[config.mk]
export PLATFORM = sky130hd
export DESIGN_NAME = i2c_master_sequencer
export DESIGN_NICKNAME = d
export VERILOG_FILES = /design/src/logic/README_unused.sv /design/src/logic/i2c_seq_pkg.sv /design/src/logic/i2c_master_sequencer.sv
export VERILOG_INCLUDE_DIRS = /design/src /design/src/logic
export SDC_FILE = /design/constraint.sdc
export NUM_CORES = 1
export LEC_CHECK = 0
export BUFFER_PORTS_ARGS = -buffer_cell sky130_fd_sc_hd__buf_2
export CORE_MARGIN = 3
export CORE_UTILIZATION = 35
export DETAILED_ROUTE_END_ITERATION = 8
export GPL_TIMING_DRIVEN = 0
export PLACE_DENSITY = 0.55
export SETUP_SLACK_MARGIN = 0.4
export SLEW_MARGIN = 10
export SYNTH_ARGS = -nofsm -noshare
export SYNTH_HDL_FRONTEND = slang
export SYNTH_SLANG_ARGS = --single-unit
[constraint.sdc]
create_clock -name aclk -period 2.2 [get_ports aclk]
set_clock_uncertainty 0.1 [all_clocks]
set_input_delay 0.44 -clock aclk [delete_from_list [all_inputs] [get_ports aclk]]
set_output_delay 0.44 -clock aclk [all_outputs]
set_load 0.02 [all_outputs]
[src/logic/i2c_seq_cfg.svh]
// constants of the i2c master sequencer: offsets, fields, resets, timing
`ifndef I2C_SEQ_CFG_SVH
`define I2C_SEQ_CFG_SVH

// ==========================================================
// register byte offsets
`define OFS_RELOAD     8'h00
`define OFS_BUFFER     8'h04
`define OFS_CTRL2      8'h08
`define OFS_STATUS     8'h0c
`define OFS_FLAGS      8'h10

// ==========================================================
// second control register fields
`define B_BEGIN        0
`define B_RBEGIN       1
`define B_RX           3
`define B_ACKVAL       5
`define B_ACKRES       6

// port status register fields
`define B_FULL         0
`define B_STARTSEEN    3

// event flag register fields (write one to clear)
`define B_WRITE_COLLISION_FLAG         0
`define B_OVF          1
`define B_PIF          2
`define B_BCOL         3

// ==========================================================
// reset values and bus answers
`define RELOAD_RST     7'h18
`define RESP_OKAY      2'h0
`define RESP_SLVERR    2'h2

// bit counter marks
`define LAST_BIT       4'h7
`define ACK_BIT        4'h8

// ==========================================================
// timing: counter steps once per aclk, i.e. twice per instruction cycle
`define CLK_NS         40
`define TCY_NS         (2 * `CLK_NS)
`define WRITE_COLLISION_FLAG_WIN_TCY   2
`define WRITE_COLLISION_FLAG_WIN_CYC   ((`WRITE_COLLISION_FLAG_WIN_TCY * `TCY_NS + `CLK_NS - 1) / `CLK_NS)

`endif

[src/logic/README_unused.sv]
// no logic here: the whole sequencer lives in one design file

[src/logic/i2c_seq_pkg.sv]
// types of the i2c master sequencer
`default_nettype none
package i2c_seq_pkg;

   // ==========================================================
   // sequencer states
   typedef enum logic [3:0]
   {
      ST_IDLE,
      ST_SEN_WAIT,
      ST_SEN_HOLD,
      ST_RS_LOW,
      ST_RS_SDA,
      ST_RS_SCLH,
      ST_RS_HIGH,
      ST_RS_SDAL,
      ST_BIT_LOW,
      ST_BIT_REL,
      ST_BIT_HIGH
   } state_t;

endpackage : i2c_seq_pkg

`default_nettype wire

[src/logic/i2c_master_sequencer.sv]
// i2c master sequencer with axi4-lite register slave
// Operation
// - released scl: counter waits high, then reloads
// - one scl period equals two rollovers
// - start: both high, reload, timeout drives sda
// - after start edge: reload, clear request, hold
// - start with low lines: collision, abort, idle
// - buffer write during start or receive: collision
// - low control bits ignored during start sequences
// - repeated start: scl low, load, release sda
// - repeated start: release scl, high, sda low
// - start seen flag early, interrupt after timeout
// - repeated start ignored while another event runs
// - repeated start collision on sda low or scl
// - buffer write sets full, starts bit clocking
// - eighth fall clears full, ninth samples ack
// - after ninth clock: interrupt, scl held low
// - write while shifting: collision, early rewrite kept
// - receive request ignored unless port idle
// - receive: clock eight bits, load buffer, hold
// - buffer read in receive clears full flag
// - byte arriving with full set flags overflow
// - each instance owns its reload value
// - counter steps each aclk, stops at zero
//
// Decided for this implementation: the address map and the AXI4-Lite slave port.
`include "i2c_seq_cfg.svh"
`timescale 1ns/1ns
`default_nettype none

module i2c_master_sequencer
   import i2c_seq_pkg::*;
(
   input  wire logic        aclk,
   input  wire logic        aresetn,
   input  wire logic [7:0]  awaddr,
   input  wire logic        awvalid,
   output logic             awready,
   input  wire logic [31:0] wdata,
   input  wire logic [3:0]  wstrb,
   input  wire logic        wvalid,
   output logic             wready,
   output logic [1:0]       bresp,
   output logic             bvalid,
   input  wire logic        bready,
   input  wire logic [7:0]  araddr,
   input  wire logic        arvalid,
   output logic             arready,
   output logic [31:0]      rdata,
   output logic [1:0]       rresp,
   output logic             rvalid,
   input  wire logic        rready,
   input  wire logic        scl_in,
   output logic             scl_out,
   output logic             scl_oe_n,
   input  wire logic        sda_in,
   output logic             sda_out,
   output logic             sda_oe_n
);

   // ==========================================================
   // declarations
   logic        scl_m_r;
   logic        scl_s_r;
   logic        sda_m_r;
   logic        sda_s_r;
   logic        sda_d_r;
   state_t      state_r;
   logic [6:0]  reload_r;
   logic [6:0]  baud_cnt_r;
   logic [3:0]  bit_cnt_r;
   logic [2:0]  age_r;
   logic [7:0]  buf_r;
   logic [7:0]  shift_r;
   logic        rx_mode_r;
   logic        begin_req_r;
   logic        rbegin_req_r;
   logic        rx_req_r;
   logic        ack_val_r;
   logic        ack_result_r;
   logic        buf_full_r;
   logic        start_seen_r;
   logic        wr_coll_r;
   logic        rx_ovf_r;
   logic        port_irq_r;
   logic        bus_coll_r;
   logic        aw_got_r;
   logic        w_got_r;
   logic [7:0]  awaddr_r;
   logic [31:0] wdata_r;
   logic        wstrb0_r;

   // ==========================================================
   // address decode shared by read and write paths
   function automatic logic addr_known(input logic [7:0] a);
      addr_known = (a == `OFS_RELOAD) || (a == `OFS_BUFFER) ||
                   (a == `OFS_CTRL2) || (a == `OFS_STATUS) ||
                   (a == `OFS_FLAGS);
   endfunction : addr_known

   // write and read strobes
   wire wr_go     = aw_got_r & w_got_r & ~bvalid;
   wire wr_ok     = wr_go & wstrb0_r & addr_known(awaddr_r);
   wire wr_reload = wr_ok & (awaddr_r == `OFS_RELOAD);
   wire wr_buf    = wr_ok & (awaddr_r == `OFS_BUFFER);
   wire wr_ctrl   = wr_ok & (awaddr_r == `OFS_CTRL2);
   wire wr_stat   = wr_ok & (awaddr_r == `OFS_STATUS);
   wire wr_flags  = wr_ok & (awaddr_r == `OFS_FLAGS);
   wire rd_go     = arvalid & arready;
   wire rd_buf    = rd_go & (araddr == `OFS_BUFFER);

   // sequencer conditions
   wire idle       = (state_r == ST_IDLE);
   wire tmo        = (baud_cnt_r == 7'h01);
   wire start_busy = (state_r == ST_SEN_WAIT) || (state_r == ST_SEN_HOLD) ||
                     (state_r == ST_RS_LOW) || (state_r == ST_RS_SDA) ||
                     (state_r == ST_RS_SCLH) || (state_r == ST_RS_HIGH) ||
                     (state_r == ST_RS_SDAL);
   wire bit_state  = (state_r == ST_BIT_LOW) || (state_r == ST_BIT_REL) ||
                     (state_r == ST_BIT_HIGH);
   wire tx_window  = (state_r == ST_BIT_LOW) && !rx_mode_r &&
                     (bit_cnt_r == 4'h0) && (age_r < 3'(`WRITE_COLLISION_FLAG_WIN_CYC));
   wire start_edge = sda_d_r & ~sda_s_r & scl_s_r;
   wire [7:0] rx_byte = {shift_r[6:0], sda_s_r};

   // collisions seen on the lines during start sequences
   wire coll_now =
      ((state_r == ST_SEN_WAIT) && !scl_s_r) ||
      ((state_r == ST_SEN_WAIT) && tmo && !sda_s_r) ||
      ((state_r == ST_RS_SDA) && tmo && !sda_s_r) ||
      ((state_r == ST_RS_SCLH) && scl_s_r && !sda_s_r) ||
      ((state_r == ST_RS_HIGH) && !scl_s_r);

   // read data selection
   wire [31:0] ctrl_word = {25'h0, ack_result_r, ack_val_r, 1'b0, rx_req_r,
                            1'b0, rbegin_req_r, begin_req_r};
   wire [31:0] stat_word = {28'h0, start_seen_r, 2'h0, buf_full_r};
   wire [31:0] flag_word = {28'h0, bus_coll_r, port_irq_r, rx_ovf_r,
                            wr_coll_r};
   wire [31:0] rd_word =
      (araddr == `OFS_RELOAD) ? {25'h0, reload_r} :
      (araddr == `OFS_BUFFER) ? {24'h0, buf_r} :
      (araddr == `OFS_CTRL2)  ? ctrl_word :
      (araddr == `OFS_STATUS) ? stat_word :
      (araddr == `OFS_FLAGS)  ? flag_word : 32'h0;

   // ==========================================================
   // line synchronisers
   always_ff @(posedge aclk)
   begin
      scl_m_r <= scl_in;
      scl_s_r <= scl_m_r;
      sda_m_r <= sda_in;
      sda_s_r <= sda_m_r;
      sda_d_r <= sda_s_r;
   end

   // ==========================================================
   // axi4-lite write and read channels
   always_ff @(posedge aclk)
   begin
      if (!aresetn)
      begin
         awready  <= 1'b1;
         wready   <= 1'b1;
         bvalid   <= 1'b0;
         bresp    <= `RESP_OKAY;
         aw_got_r <= 1'b0;
         w_got_r  <= 1'b0;
         awaddr_r <= 8'h00;
         wdata_r  <= 32'h0;
         wstrb0_r <= 1'b0;
         arready  <= 1'b1;
         rvalid   <= 1'b0;
         rdata    <= 32'h0;
         rresp    <= `RESP_OKAY;
      end
      else
      begin
         if (awvalid && awready)
         begin
            aw_got_r <= 1'b1;
            awaddr_r <= awaddr;
            awready  <= 1'b0;
         end
         if (wvalid && wready)
         begin
            w_got_r  <= 1'b1;
            wdata_r  <= wdata;
            wstrb0_r <= wstrb[0];
            wready   <= 1'b0;
         end
         if (wr_go)
         begin
            aw_got_r <= 1'b0;
            w_got_r  <= 1'b0;
            bvalid   <= 1'b1;
            bresp    <= addr_known(awaddr_r) ? `RESP_OKAY : `RESP_SLVERR;
         end
         if (bvalid && bready)
         begin
            bvalid  <= 1'b0;
            awready <= 1'b1;
            wready  <= 1'b1;
         end
         if (rd_go)
         begin
            arready <= 1'b0;
            rvalid  <= 1'b1;
            rdata   <= rd_word;
            rresp   <= addr_known(araddr) ? `RESP_OKAY : `RESP_SLVERR;
         end
         if (rvalid && rready)
         begin
            rvalid  <= 1'b0;
            arready <= 1'b1;
         end
      end
   end

   // ==========================================================
   // register side effects and bus sequencer
   always_ff @(posedge aclk)
   begin
      if (!aresetn)
      begin
         state_r      <= ST_IDLE;
         reload_r     <= `RELOAD_RST;
         baud_cnt_r   <= 7'h00;
         bit_cnt_r    <= 4'h0;
         age_r        <= 3'h0;
         buf_r        <= 8'h00;
         shift_r      <= 8'h00;
         rx_mode_r    <= 1'b0;
         begin_req_r  <= 1'b0;
         rbegin_req_r <= 1'b0;
         rx_req_r     <= 1'b0;
         ack_val_r    <= 1'b0;
         ack_result_r <= 1'b0;
         buf_full_r   <= 1'b0;
         start_seen_r <= 1'b0;
         wr_coll_r    <= 1'b0;
         rx_ovf_r     <= 1'b0;
         port_irq_r   <= 1'b0;
         bus_coll_r   <= 1'b0;
         scl_oe_n     <= 1'b1;
         sda_oe_n     <= 1'b1;
         scl_out      <= 1'b0;
         sda_out      <= 1'b0;
      end
      else
      begin
         scl_out <= 1'b0;
         sda_out <= 1'b0;
         // counter runs down and parks at zero
         if (baud_cnt_r != 7'h00)
            baud_cnt_r <= baud_cnt_r - 7'h01;
         if (age_r != 3'h7)
            age_r <= age_r + 3'h1;
         if (wr_reload)
            reload_r <= wdata_r[6:0];
         // clears first, so hardware sets below win
         if (wr_flags)
         begin
            wr_coll_r  <= wr_coll_r & ~wdata_r[`B_WRITE_COLLISION_FLAG];
            rx_ovf_r   <= rx_ovf_r & ~wdata_r[`B_OVF];
            port_irq_r <= port_irq_r & ~wdata_r[`B_PIF];
            bus_coll_r <= bus_coll_r & ~wdata_r[`B_BCOL];
         end
         if (wr_stat && wdata_r[`B_STARTSEEN])
            start_seen_r <= 1'b0;
         if (rd_buf && rx_mode_r)
            buf_full_r <= 1'b0;
         if (start_edge)
            start_seen_r <= 1'b1;
         if (wr_ctrl)
            ack_val_r <= wdata_r[`B_ACKVAL];
         if (coll_now)
         begin
            bus_coll_r   <= 1'b1;
            begin_req_r  <= 1'b0;
            rbegin_req_r <= 1'b0;
            scl_oe_n     <= 1'b1;
            sda_oe_n     <= 1'b1;
            state_r      <= ST_IDLE;
         end
         else
         begin
            case (state_r)
               ST_IDLE:
               begin
                  // requests taken only while idle
                  if (wr_ctrl && wdata_r[`B_BEGIN])
                  begin
                     if (scl_s_r && sda_s_r)
                     begin
                        begin_req_r <= 1'b1;
                        baud_cnt_r  <= reload_r;
                        state_r     <= ST_SEN_WAIT;
                     end
                     else
                        bus_coll_r <= 1'b1;
                  end
                  else if (wr_ctrl && wdata_r[`B_RBEGIN])
                  begin
                     rbegin_req_r <= 1'b1;
                     scl_oe_n     <= 1'b0;
                     state_r      <= ST_RS_LOW;
                  end
                  else if (wr_ctrl && wdata_r[`B_RX])
                  begin
                     rx_req_r   <= 1'b1;
                     rx_mode_r  <= 1'b1;
                     bit_cnt_r  <= 4'h0;
                     scl_oe_n   <= 1'b0;
                     sda_oe_n   <= 1'b1;
                     baud_cnt_r <= reload_r;
                     state_r    <= ST_BIT_LOW;
                  end
                  else if (wr_buf)
                  begin
                     buf_r      <= wdata_r[7:0];
                     shift_r    <= wdata_r[7:0];
                     buf_full_r <= 1'b1;
                     rx_mode_r  <= 1'b0;
                     age_r      <= 3'h0;
                     bit_cnt_r  <= 4'h0;
                     scl_oe_n   <= 1'b0;
                     sda_oe_n   <= wdata_r[7];
                     baud_cnt_r <= reload_r;
                     state_r    <= ST_BIT_LOW;
                  end
               end
               ST_SEN_WAIT:
                  if (tmo)
                  begin
                     sda_oe_n     <= 1'b0;
                     start_seen_r <= 1'b1;
                     baud_cnt_r   <= reload_r;
                     state_r      <= ST_SEN_HOLD;
                  end
               ST_SEN_HOLD:
                  if (tmo)
                  begin
                     begin_req_r <= 1'b0;
                     scl_oe_n    <= 1'b0;
                     port_irq_r  <= 1'b1;
                     state_r     <= ST_IDLE;
                  end
               ST_RS_LOW:
                  if (!scl_s_r)
                  begin
                     baud_cnt_r <= {1'b0, reload_r[5:0]};
                     sda_oe_n   <= 1'b1;
                     state_r    <= ST_RS_SDA;
                  end
               ST_RS_SDA:
                  if (tmo)
                  begin
                     scl_oe_n <= 1'b1;
                     state_r  <= ST_RS_SCLH;
                  end
               ST_RS_SCLH:
                  if (scl_s_r)
                  begin
                     baud_cnt_r <= reload_r;
                     state_r    <= ST_RS_HIGH;
                  end
               ST_RS_HIGH:
                  if (tmo)
                  begin
                     sda_oe_n   <= 1'b0;
                     baud_cnt_r <= reload_r;
                     state_r    <= ST_RS_SDAL;
                  end
               ST_RS_SDAL:
                  if (tmo)
                  begin
                     rbegin_req_r <= 1'b0;
                     port_irq_r   <= 1'b1;
                     state_r      <= ST_IDLE;
                  end
               ST_BIT_LOW:
                  if (tmo)
                  begin
                     scl_oe_n <= 1'b1;
                     state_r  <= ST_BIT_REL;
                  end
               ST_BIT_REL:
                  // counter parked until the line is really high
                  if (scl_s_r)
                  begin
                     baud_cnt_r <= reload_r;
                     state_r    <= ST_BIT_HIGH;
                  end
               ST_BIT_HIGH:
                  if (tmo)
                  begin
                     scl_oe_n  <= 1'b0;
                     bit_cnt_r <= bit_cnt_r + 4'h1;
                     if (rx_mode_r)
                     begin
                        shift_r <= rx_byte;
                        if (bit_cnt_r == `LAST_BIT)
                        begin
                           rx_req_r   <= 1'b0;
                           buf_r      <= rx_byte;
                           buf_full_r <= 1'b1;
                           port_irq_r <= 1'b1;
                           if (buf_full_r)
                              rx_ovf_r <= 1'b1;
                           state_r    <= ST_IDLE;
                        end
                        else
                        begin
                           baud_cnt_r <= reload_r;
                           state_r    <= ST_BIT_LOW;
                        end
                     end
                     else if (bit_cnt_r == `ACK_BIT)
                     begin
                        ack_result_r <= sda_s_r;
                        port_irq_r   <= 1'b1;
                        state_r      <= ST_IDLE;
                     end
                     else
                     begin
                        if (bit_cnt_r == `LAST_BIT)
                        begin
                           buf_full_r <= 1'b0;
                           sda_oe_n   <= 1'b1;
                        end
                        else
                           sda_oe_n <= shift_r[6];
                        shift_r    <= {shift_r[6:0], 1'b0};
                        baud_cnt_r <= reload_r;
                        state_r    <= ST_BIT_LOW;
                     end
                  end
               default:
                  state_r <= ST_IDLE;
            endcase
         end
         // buffer writes while busy collide; an early rewrite still lands
         if (wr_buf && !idle)
         begin
            wr_coll_r <= 1'b1;
            if (tx_window)
            begin
               buf_r    <= wdata_r[7:0];
               shift_r  <= wdata_r[7:0];
               sda_oe_n <= wdata_r[7];
            end
         end
      end
   end
endmodule : i2c_master_sequencer

`default_nettype wire

-- Word-level counts from Yosys, hierarchy flattened
Index checks and enable logic that the tools add are counted.
- input bits: 61
- register bits after elaboration: 120
- logic and storage cells: 333
- output and inout bits: 45
- eq/ne operators: 47
- reductions and logical operators: 66
- add/sub/neg operators: 3
- bitwise operators: 28
- $lt $le $gt $ge: 1
- muxes and demuxes: 149
- operator list (operator ; number):
    2-to-1 mux 8 bit ; 22
    2-to-1 mux 7 bit ; 15
    2-to-1 mux 4 bit ; 24
    2-to-1 mux 1 bit ; 67
    one-hot mux 4 bit (10 select lines) ; 1
    one-hot mux 7 bit (5 select lines) ; 1
    == test 8 x 4 -> 1 bit, second input constant ; 4
    one-hot mux 8 bit (2 select lines) ; 2
    inequality test 2 bit, second input constant ; 13
    logical AND 1 bit ; 22
    2-to-1 mux 3 bit ; 7
    == test 4 x 3 -> 1 bit, second input constant ; 5
    OR reduction 2 bit ; 9
    AND 1 bit ; 17
    == test 4 bit, second input constant ; 4
    == test 8 x 3 -> 1 bit, second input constant ; 2
    == test 8 x 5 -> 1 bit, second input constant ; 2
    logical NOT 8 bit ; 2
    inequality test 2 x 1 -> 1 bit, second input constant ; 8
    AND reduction 5 bit ; 3
    logical OR 1 bit ; 12
    inverter 1 bit ; 11
    AND reduction 11 bit ; 1
    one-hot mux 1 bit (2 select lines) ; 5
    23 further kinds ; 35

-- Depth between registers and ports, before layout
- depth after elaboration: 15
- mapped depth: 9

-- Least setup slack after synthesis
OpenSTA, ideal clock, no wires.
- path kind: reg2reg
- from: register baud_cnt_r[1]
- to: register sda_oe_n
- arrival: 1.807 ns
- clock period less this slack: 2.036 ns
- slack: 0.164 ns
- buffers on the path: 0
- data required time: 1.971 ns
- stages on the path, launching flop included: 9
- setup time: 0.129 ns
- cells stage by stage: dfxtp_1 inv_1 ha_1 nor3b_4 nand2_2 a2111oi_2 o21ai_1 a2111oi_0 nor2_1
- longest elaborated chain between the ends: 10
- ends and longest elaborated chain (item ; RTL line ; text):
    start: declaration ; i2c_master_sequencer.sv:70 ; logic [6:0] baud_cnt_r;
    start signal: assignment ; i2c_master_sequencer.sv:257 ; baud_cnt_r <= baud_cnt_r - 7'h01;
    start signal: assignment ; i2c_master_sequencer.sv:298 ; baud_cnt_r <= reload_r;
    start signal: assignment ; i2c_master_sequencer.sv:317 ; baud_cnt_r <= reload_r;
    == test 7 x 1 -> 1 bit (*) ; i2c_master_sequencer.sv:114 ; wire tmo = (baud_cnt_r == 7'h01);
    logical AND 1 bit (2 in series) ; i2c_master_sequencer.sv:129 ; ((state_r == ST_SEN_WAIT) && tmo && !sda_s_r) ||
    logical OR 1 bit ; i2c_master_sequencer.sv:128 ; ((state_r == ST_SEN_WAIT) && !scl_s_r) ||
    logical OR 1 bit ; i2c_master_sequencer.sv:129 ;
    logical OR 1 bit ; i2c_master_sequencer.sv:130 ; ((state_r == ST_RS_SDA) && tmo && !sda_s_r) ||
    logical OR 1 bit ; i2c_master_sequencer.sv:131 ; ((state_r == ST_RS_SCLH) && scl_s_r && !sda_s_r) ||
    2-to-1 mux 1 bit (*) ; i2c_master_sequencer.sv:278 ; if (coll_now)
    2-to-1 mux 1 bit ; i2c_master_sequencer.sv:448 ; if (tx_window)
    2-to-1 mux 1 bit (*) ; i2c_master_sequencer.sv:445 ; if (wr_buf && !idle)
    end signal: assignment ; i2c_master_sequencer.sv:329 ; sda_oe_n <= wdata_r[7];
    end signal: assignment ; i2c_master_sequencer.sv:434 ; sda_oe_n <= shift_r[6];
    end signal: assignment ; i2c_master_sequencer.sv:452 ; sda_oe_n <= wdata_r[7];
    end: declaration ; i2c_master_sequencer.sv:58 ; output logic sda_oe_n
Mark *: on every way between the ends. The rest lies on a longest branch, timed or not.
A chain may end at the register's enable or synchronous reset.

-- Final worst setup path
- from: register baud_cnt_r[1]
- to: register baud_cnt_r[0]
- longest elaborated chain between the ends: 8
- ends and longest elaborated chain (item ; RTL line):
    nonzero test 7 bit or == test 7 x 1 -> 1 bit (tied branches) ; i2c_master_sequencer.sv:256, i2c_master_sequencer.sv:114
    2-to-1 mux 7 bit or logical AND 1 bit (tied branches) ; i2c_master_sequencer.sv:256, i2c_master_sequencer.sv:129
    2-to-1 mux 7 bit or logical AND 1 bit (tied branches) ; i2c_master_sequencer.sv:320, i2c_master_sequencer.sv:129
    2-to-1 mux 7 bit or logical OR 1 bit (tied branches) ; i2c_master_sequencer.sv:310, i2c_master_sequencer.sv:128
    2-to-1 mux 7 bit or logical OR 1 bit (tied branches) ; i2c_master_sequencer.sv:304, i2c_master_sequencer.sv:129
    2-to-1 mux 7 bit or logical OR 1 bit (tied branches) ; i2c_master_sequencer.sv:293, i2c_master_sequencer.sv:130
    one-hot mux 7 bit (5 select lines) or logical OR 1 bit (tied branches) ; i2c_master_sequencer.sv:289, i2c_master_sequencer.sv:131
    2-to-1 mux 7 bit (*) ; i2c_master_sequencer.sv:278
Marked as above.

==> results.yml <==
run_status:
  status: "finished, final reports clean"
timing:
  worst_slew_pin_slew_ns: 0.7374
  timing.fmax_ghz: 0.4652
  finalSetupViolations: 0
  timing.hold.ws_ns: 0.08544
  period_share_pct: 97.72
  slew_viol_final: 0
  rsz0062_at_grt: "yes"
  period_needed_ns: 2.150
  hold_viol: 0
  slew_headroom_pct: 50.84
setup_path:
  worstPathRequired_ns: 2.35
  critPathMaxFanout: 7
  path_cells: "inv_2 -> ha_4 -> nor3b_4 -> buf_6 -> buf_6 -> nand4_1 -> a31o_4 -> nand2_1 -> or3_1 -> a32o_1"
  endpoint_kind: "flip-flop"
  crit_top_cell: "buf_6"
  rrSetupSlack_ns: 0.05
  crit_arrival_ns: 2.30
  critPathMaxStageDelay_ns: 0.39
  r2r_end: "baud_cnt_r[0]$_SDFF_PN0_"
  critPathLaunchType: "flip-flop"
  crit_type: "reg -> reg"
  crit_slowest_cell: "or3_1"
  r2r_cells: 10
  startpoint: "baud_cnt_r[1]$_SDFF_PN0_"
  r2r_start: "baud_cnt_r[1]$_SDFF_PN0_"
clock_network:
  cts_buffer_depth: 2
  cts_max_level: 3
  clk_latency_ns: 0.36
  cts_buffers: 9
  cts.clk_slew.worst_paths_ns: 0.07
  holdBufCountCts: 0
  cts_root_buffer: "clkbuf_16"
  cts_tree: "yes"
  clock-sinks: 93
routing:
  drtIter0Drc: 616
  wl_mm: 19.34
  antenna_left: 0
  drt_pre_antenna_iters: 5
  wl_per_cell_um: 18.35
  vias_per_cell: 5.581
  drc: 0
  num_vias: 5882
logic_synthesis:
  syn_area_um2: 5475
  synthAdderAreaFrac_pct: 1.325
  synth_top_area_share_pct: 34.00
  ys.flop_type: "dfxtp_1"
  synth_top_family_by_area: "simple AND/OR/NAND/NOR gates"
  syn-mean-instance-area_um2: 7.970
  async_flop_share_pct: 0
  seq_area_frac_synth_pct: 34.00
  yosysWarnings: 0
  synthSimpleGateAreaFrac_pct: 28.45
  synth_top_cell_by_area: "dfxtp_1"
  yosys.area_share.xor_xnor_pct: 1.280
  synthTopCellsByArea: "dfxtp_1 34%, a21oi_1 6.7%, nand2_1 6.5%, buf_4 4.3%, nor2_1 3.6%"
  synthMuxAreaShare_pct: 2.674
  synth_cells: 687
  ys_types: 95
  synth_edf_count: 0
  synth_compound_area_share_pct: 23.22
  ys_ff_latch: 93
placement:
  port_buffers: 50
  dp_hpwl_mm: 13.35
  dpl_cell_area_um2: 6252
  gp_congestion: 0.9242
  dp.cells: 975
global_routing:
  grt_overflow: 0
  grt_pass1_vias: 5386
  grt_util_met2_pct: 35.54
  grt_pass1_wl_mm: 29.47
  grt.met1_usage_pct: 30.06
  met3_usage_pct: 3.849
  top_usage_layer: "met2"
  grt_usage_pct: 22.59
  antenna_found_initial: 0
  grt_max_degree: 18
finish:
  final_cell_mix: "80 x dfxtp_1, 78 x nand2_1, 72 x buf_4, 55 x a21oi_1, 51 x buf_2"
  area_growth_pct: 41.45
  instances_no_fill: 1054
  antenna_cells: 0
  layout_commonest_cell: "dfxtp_1"
  postLayoutCellArea_um2: 7745
  drive_gt1_share_pct: 40.57
  fin_nets: 904
floorplanning:
  initial_core_util_pct: 35.88
  dieHeight_um: 131.1
  core_um2: 15260
  row_count: 45
  num_io_pins: 106
  chipWidth_um: 131.1
  die_area_um2: 17180
job:
  drv_cap: 0
power_and_ir_drop:
  power_per_cell_area_nw_per_um2: 608.5
  total_power_w: 0.004713
  ir_worst_vdd_mv: 0.4528
  power_leakage_nw: 3.070
min_path:
  whs_endpoint: "scl_m_r$_DFF_P_"
  min_path_type: "in -> reg"
  whs_path_depth: 1
  worstHoldStart: "scl_in"
## cells in the mapped netlist, drive strengths merged, types with 3 or more instances
library cell and count:
a22oi 3, a21oi 74, mux2i 9, and2b 3, a32oi 4, and2 7, or3b 3, o211ai 7
inv 14, o31ai 3, a21o 5, or2 3, a221oi 4, dfxtp 93, nor3 23, nor2b 7
nor2 56, xnor2 4, buf 46, nand2 97, nand3b 8, a31o 8, ha 5, nor3b 5
or3 7, o22ai 5, a211oi 3, mux2 5, o21ai 28, nand2b 7, and3 6, a2111oi 5
o41ai 3, a31oi 11, nand3 26, nor4 5, o221ai 7, a32o 3, xor2 4, nand4 10
clkbuf 27
## state kept, by name, indices dropped and copies added (netlist names), 3 cells and up
name        count
age_r           3
awaddr_r        8
baud_cnt_r      7
bit_cnt_r       4
buf_r           8
rdata           8
reload_r        7
shift_r         7
state_r         4
wdata_r         8
## what timing repair did
item                                    CTS  global route
pin swaps                                44            30
gates resized for setup                 107            84
cloned                                    0             1
endpoints found under the setup margin   82            66
buffers inserted                         47            15
## layer usage
metal / part of all wire, % / up-vias
li1: - / 2743
met1: 43 / 2796
met2: 46 / 278
met3: 7.4 / 65
met4: 4.1 / 0
met5: 0 / -
## per-stage QoR
step	worst slack [ns]	setup TNS, ns	util, %
after floorplan	0.1943	0	-
after global placement	-0.2555	-7.072	40.98
after detailed placement	-0.2519	-7.689	40.98
after CTS	0.06943	0	48.18
after global routing	-0.004100	-0.004100	50.76
final	0.05016	0	50.76
## how the worst max path moves through the flow
stage | slack [ns] | cells past startpoint | endpoint
5_1_grt | -0.004 | 7 | baud_cnt_r[3]$_SDFF_PN0_
3_5_place_dp | -0.25 | 8 | baud_cnt_r[0]$_SDFF_PN0_
3_3_place_gp | -0.26 | 8 | sda_oe_n$_SDFF_PN1_
4_1_cts | 0.07 | 10 | baud_cnt_r[3]$_SDFF_PN0_
2_1_floorplan | 0.19 | 8 | baud_cnt_r[5]$_SDFF_PN0_
6_report | 0.05 | 10 | baud_cnt_r[0]$_SDFF_PN0_
## area by class of cell
| class | instances | area (um^2) |
|---|---|---|
| fillers | 1433 | 7513 |
| multi-input cells | 534 | 3825 |
| inverters | 14 | 52.55 |
| clock buffers | 9 | 225.2 |
| plain buffers | 73 | 573.1 |
| repair buffers | 113 | 832.0 |
| flip-flops and latches | 93 | 1893 |
| clock inverters | 7 | 80.08 |
| well taps | 211 | 264.0 |
## cell families after synthesis
kind of cell	count (synthesis)
and+or+nand+nor	290
AOI/OAI and AO/OA	188
DFF	93
buffers and inverters	87
muxes	14
xor gates and xnor gates	8
adders and majority gates	6
other	1
## power breakdown
part	switching, W	total, W	internal, W
combinational	0.000642	0.00119	0.000543
sequential	0.000107	0.00188	0.00177
clock	0.000751	0.00165	0.000899
total	0.00150	0.00471	0.00321
## critical path: cells and delay by family (launching register included)
kind	cells	cell delay (ns)
AOI/OAI and AO/OA	2	0.46
adders and majority gates	1	0.14
buffers and inverters	3	0.31
DFF	1	0.34
and+or+nand+nor	4	0.69
Note: power is estimated with default switching activity, not from simulation.
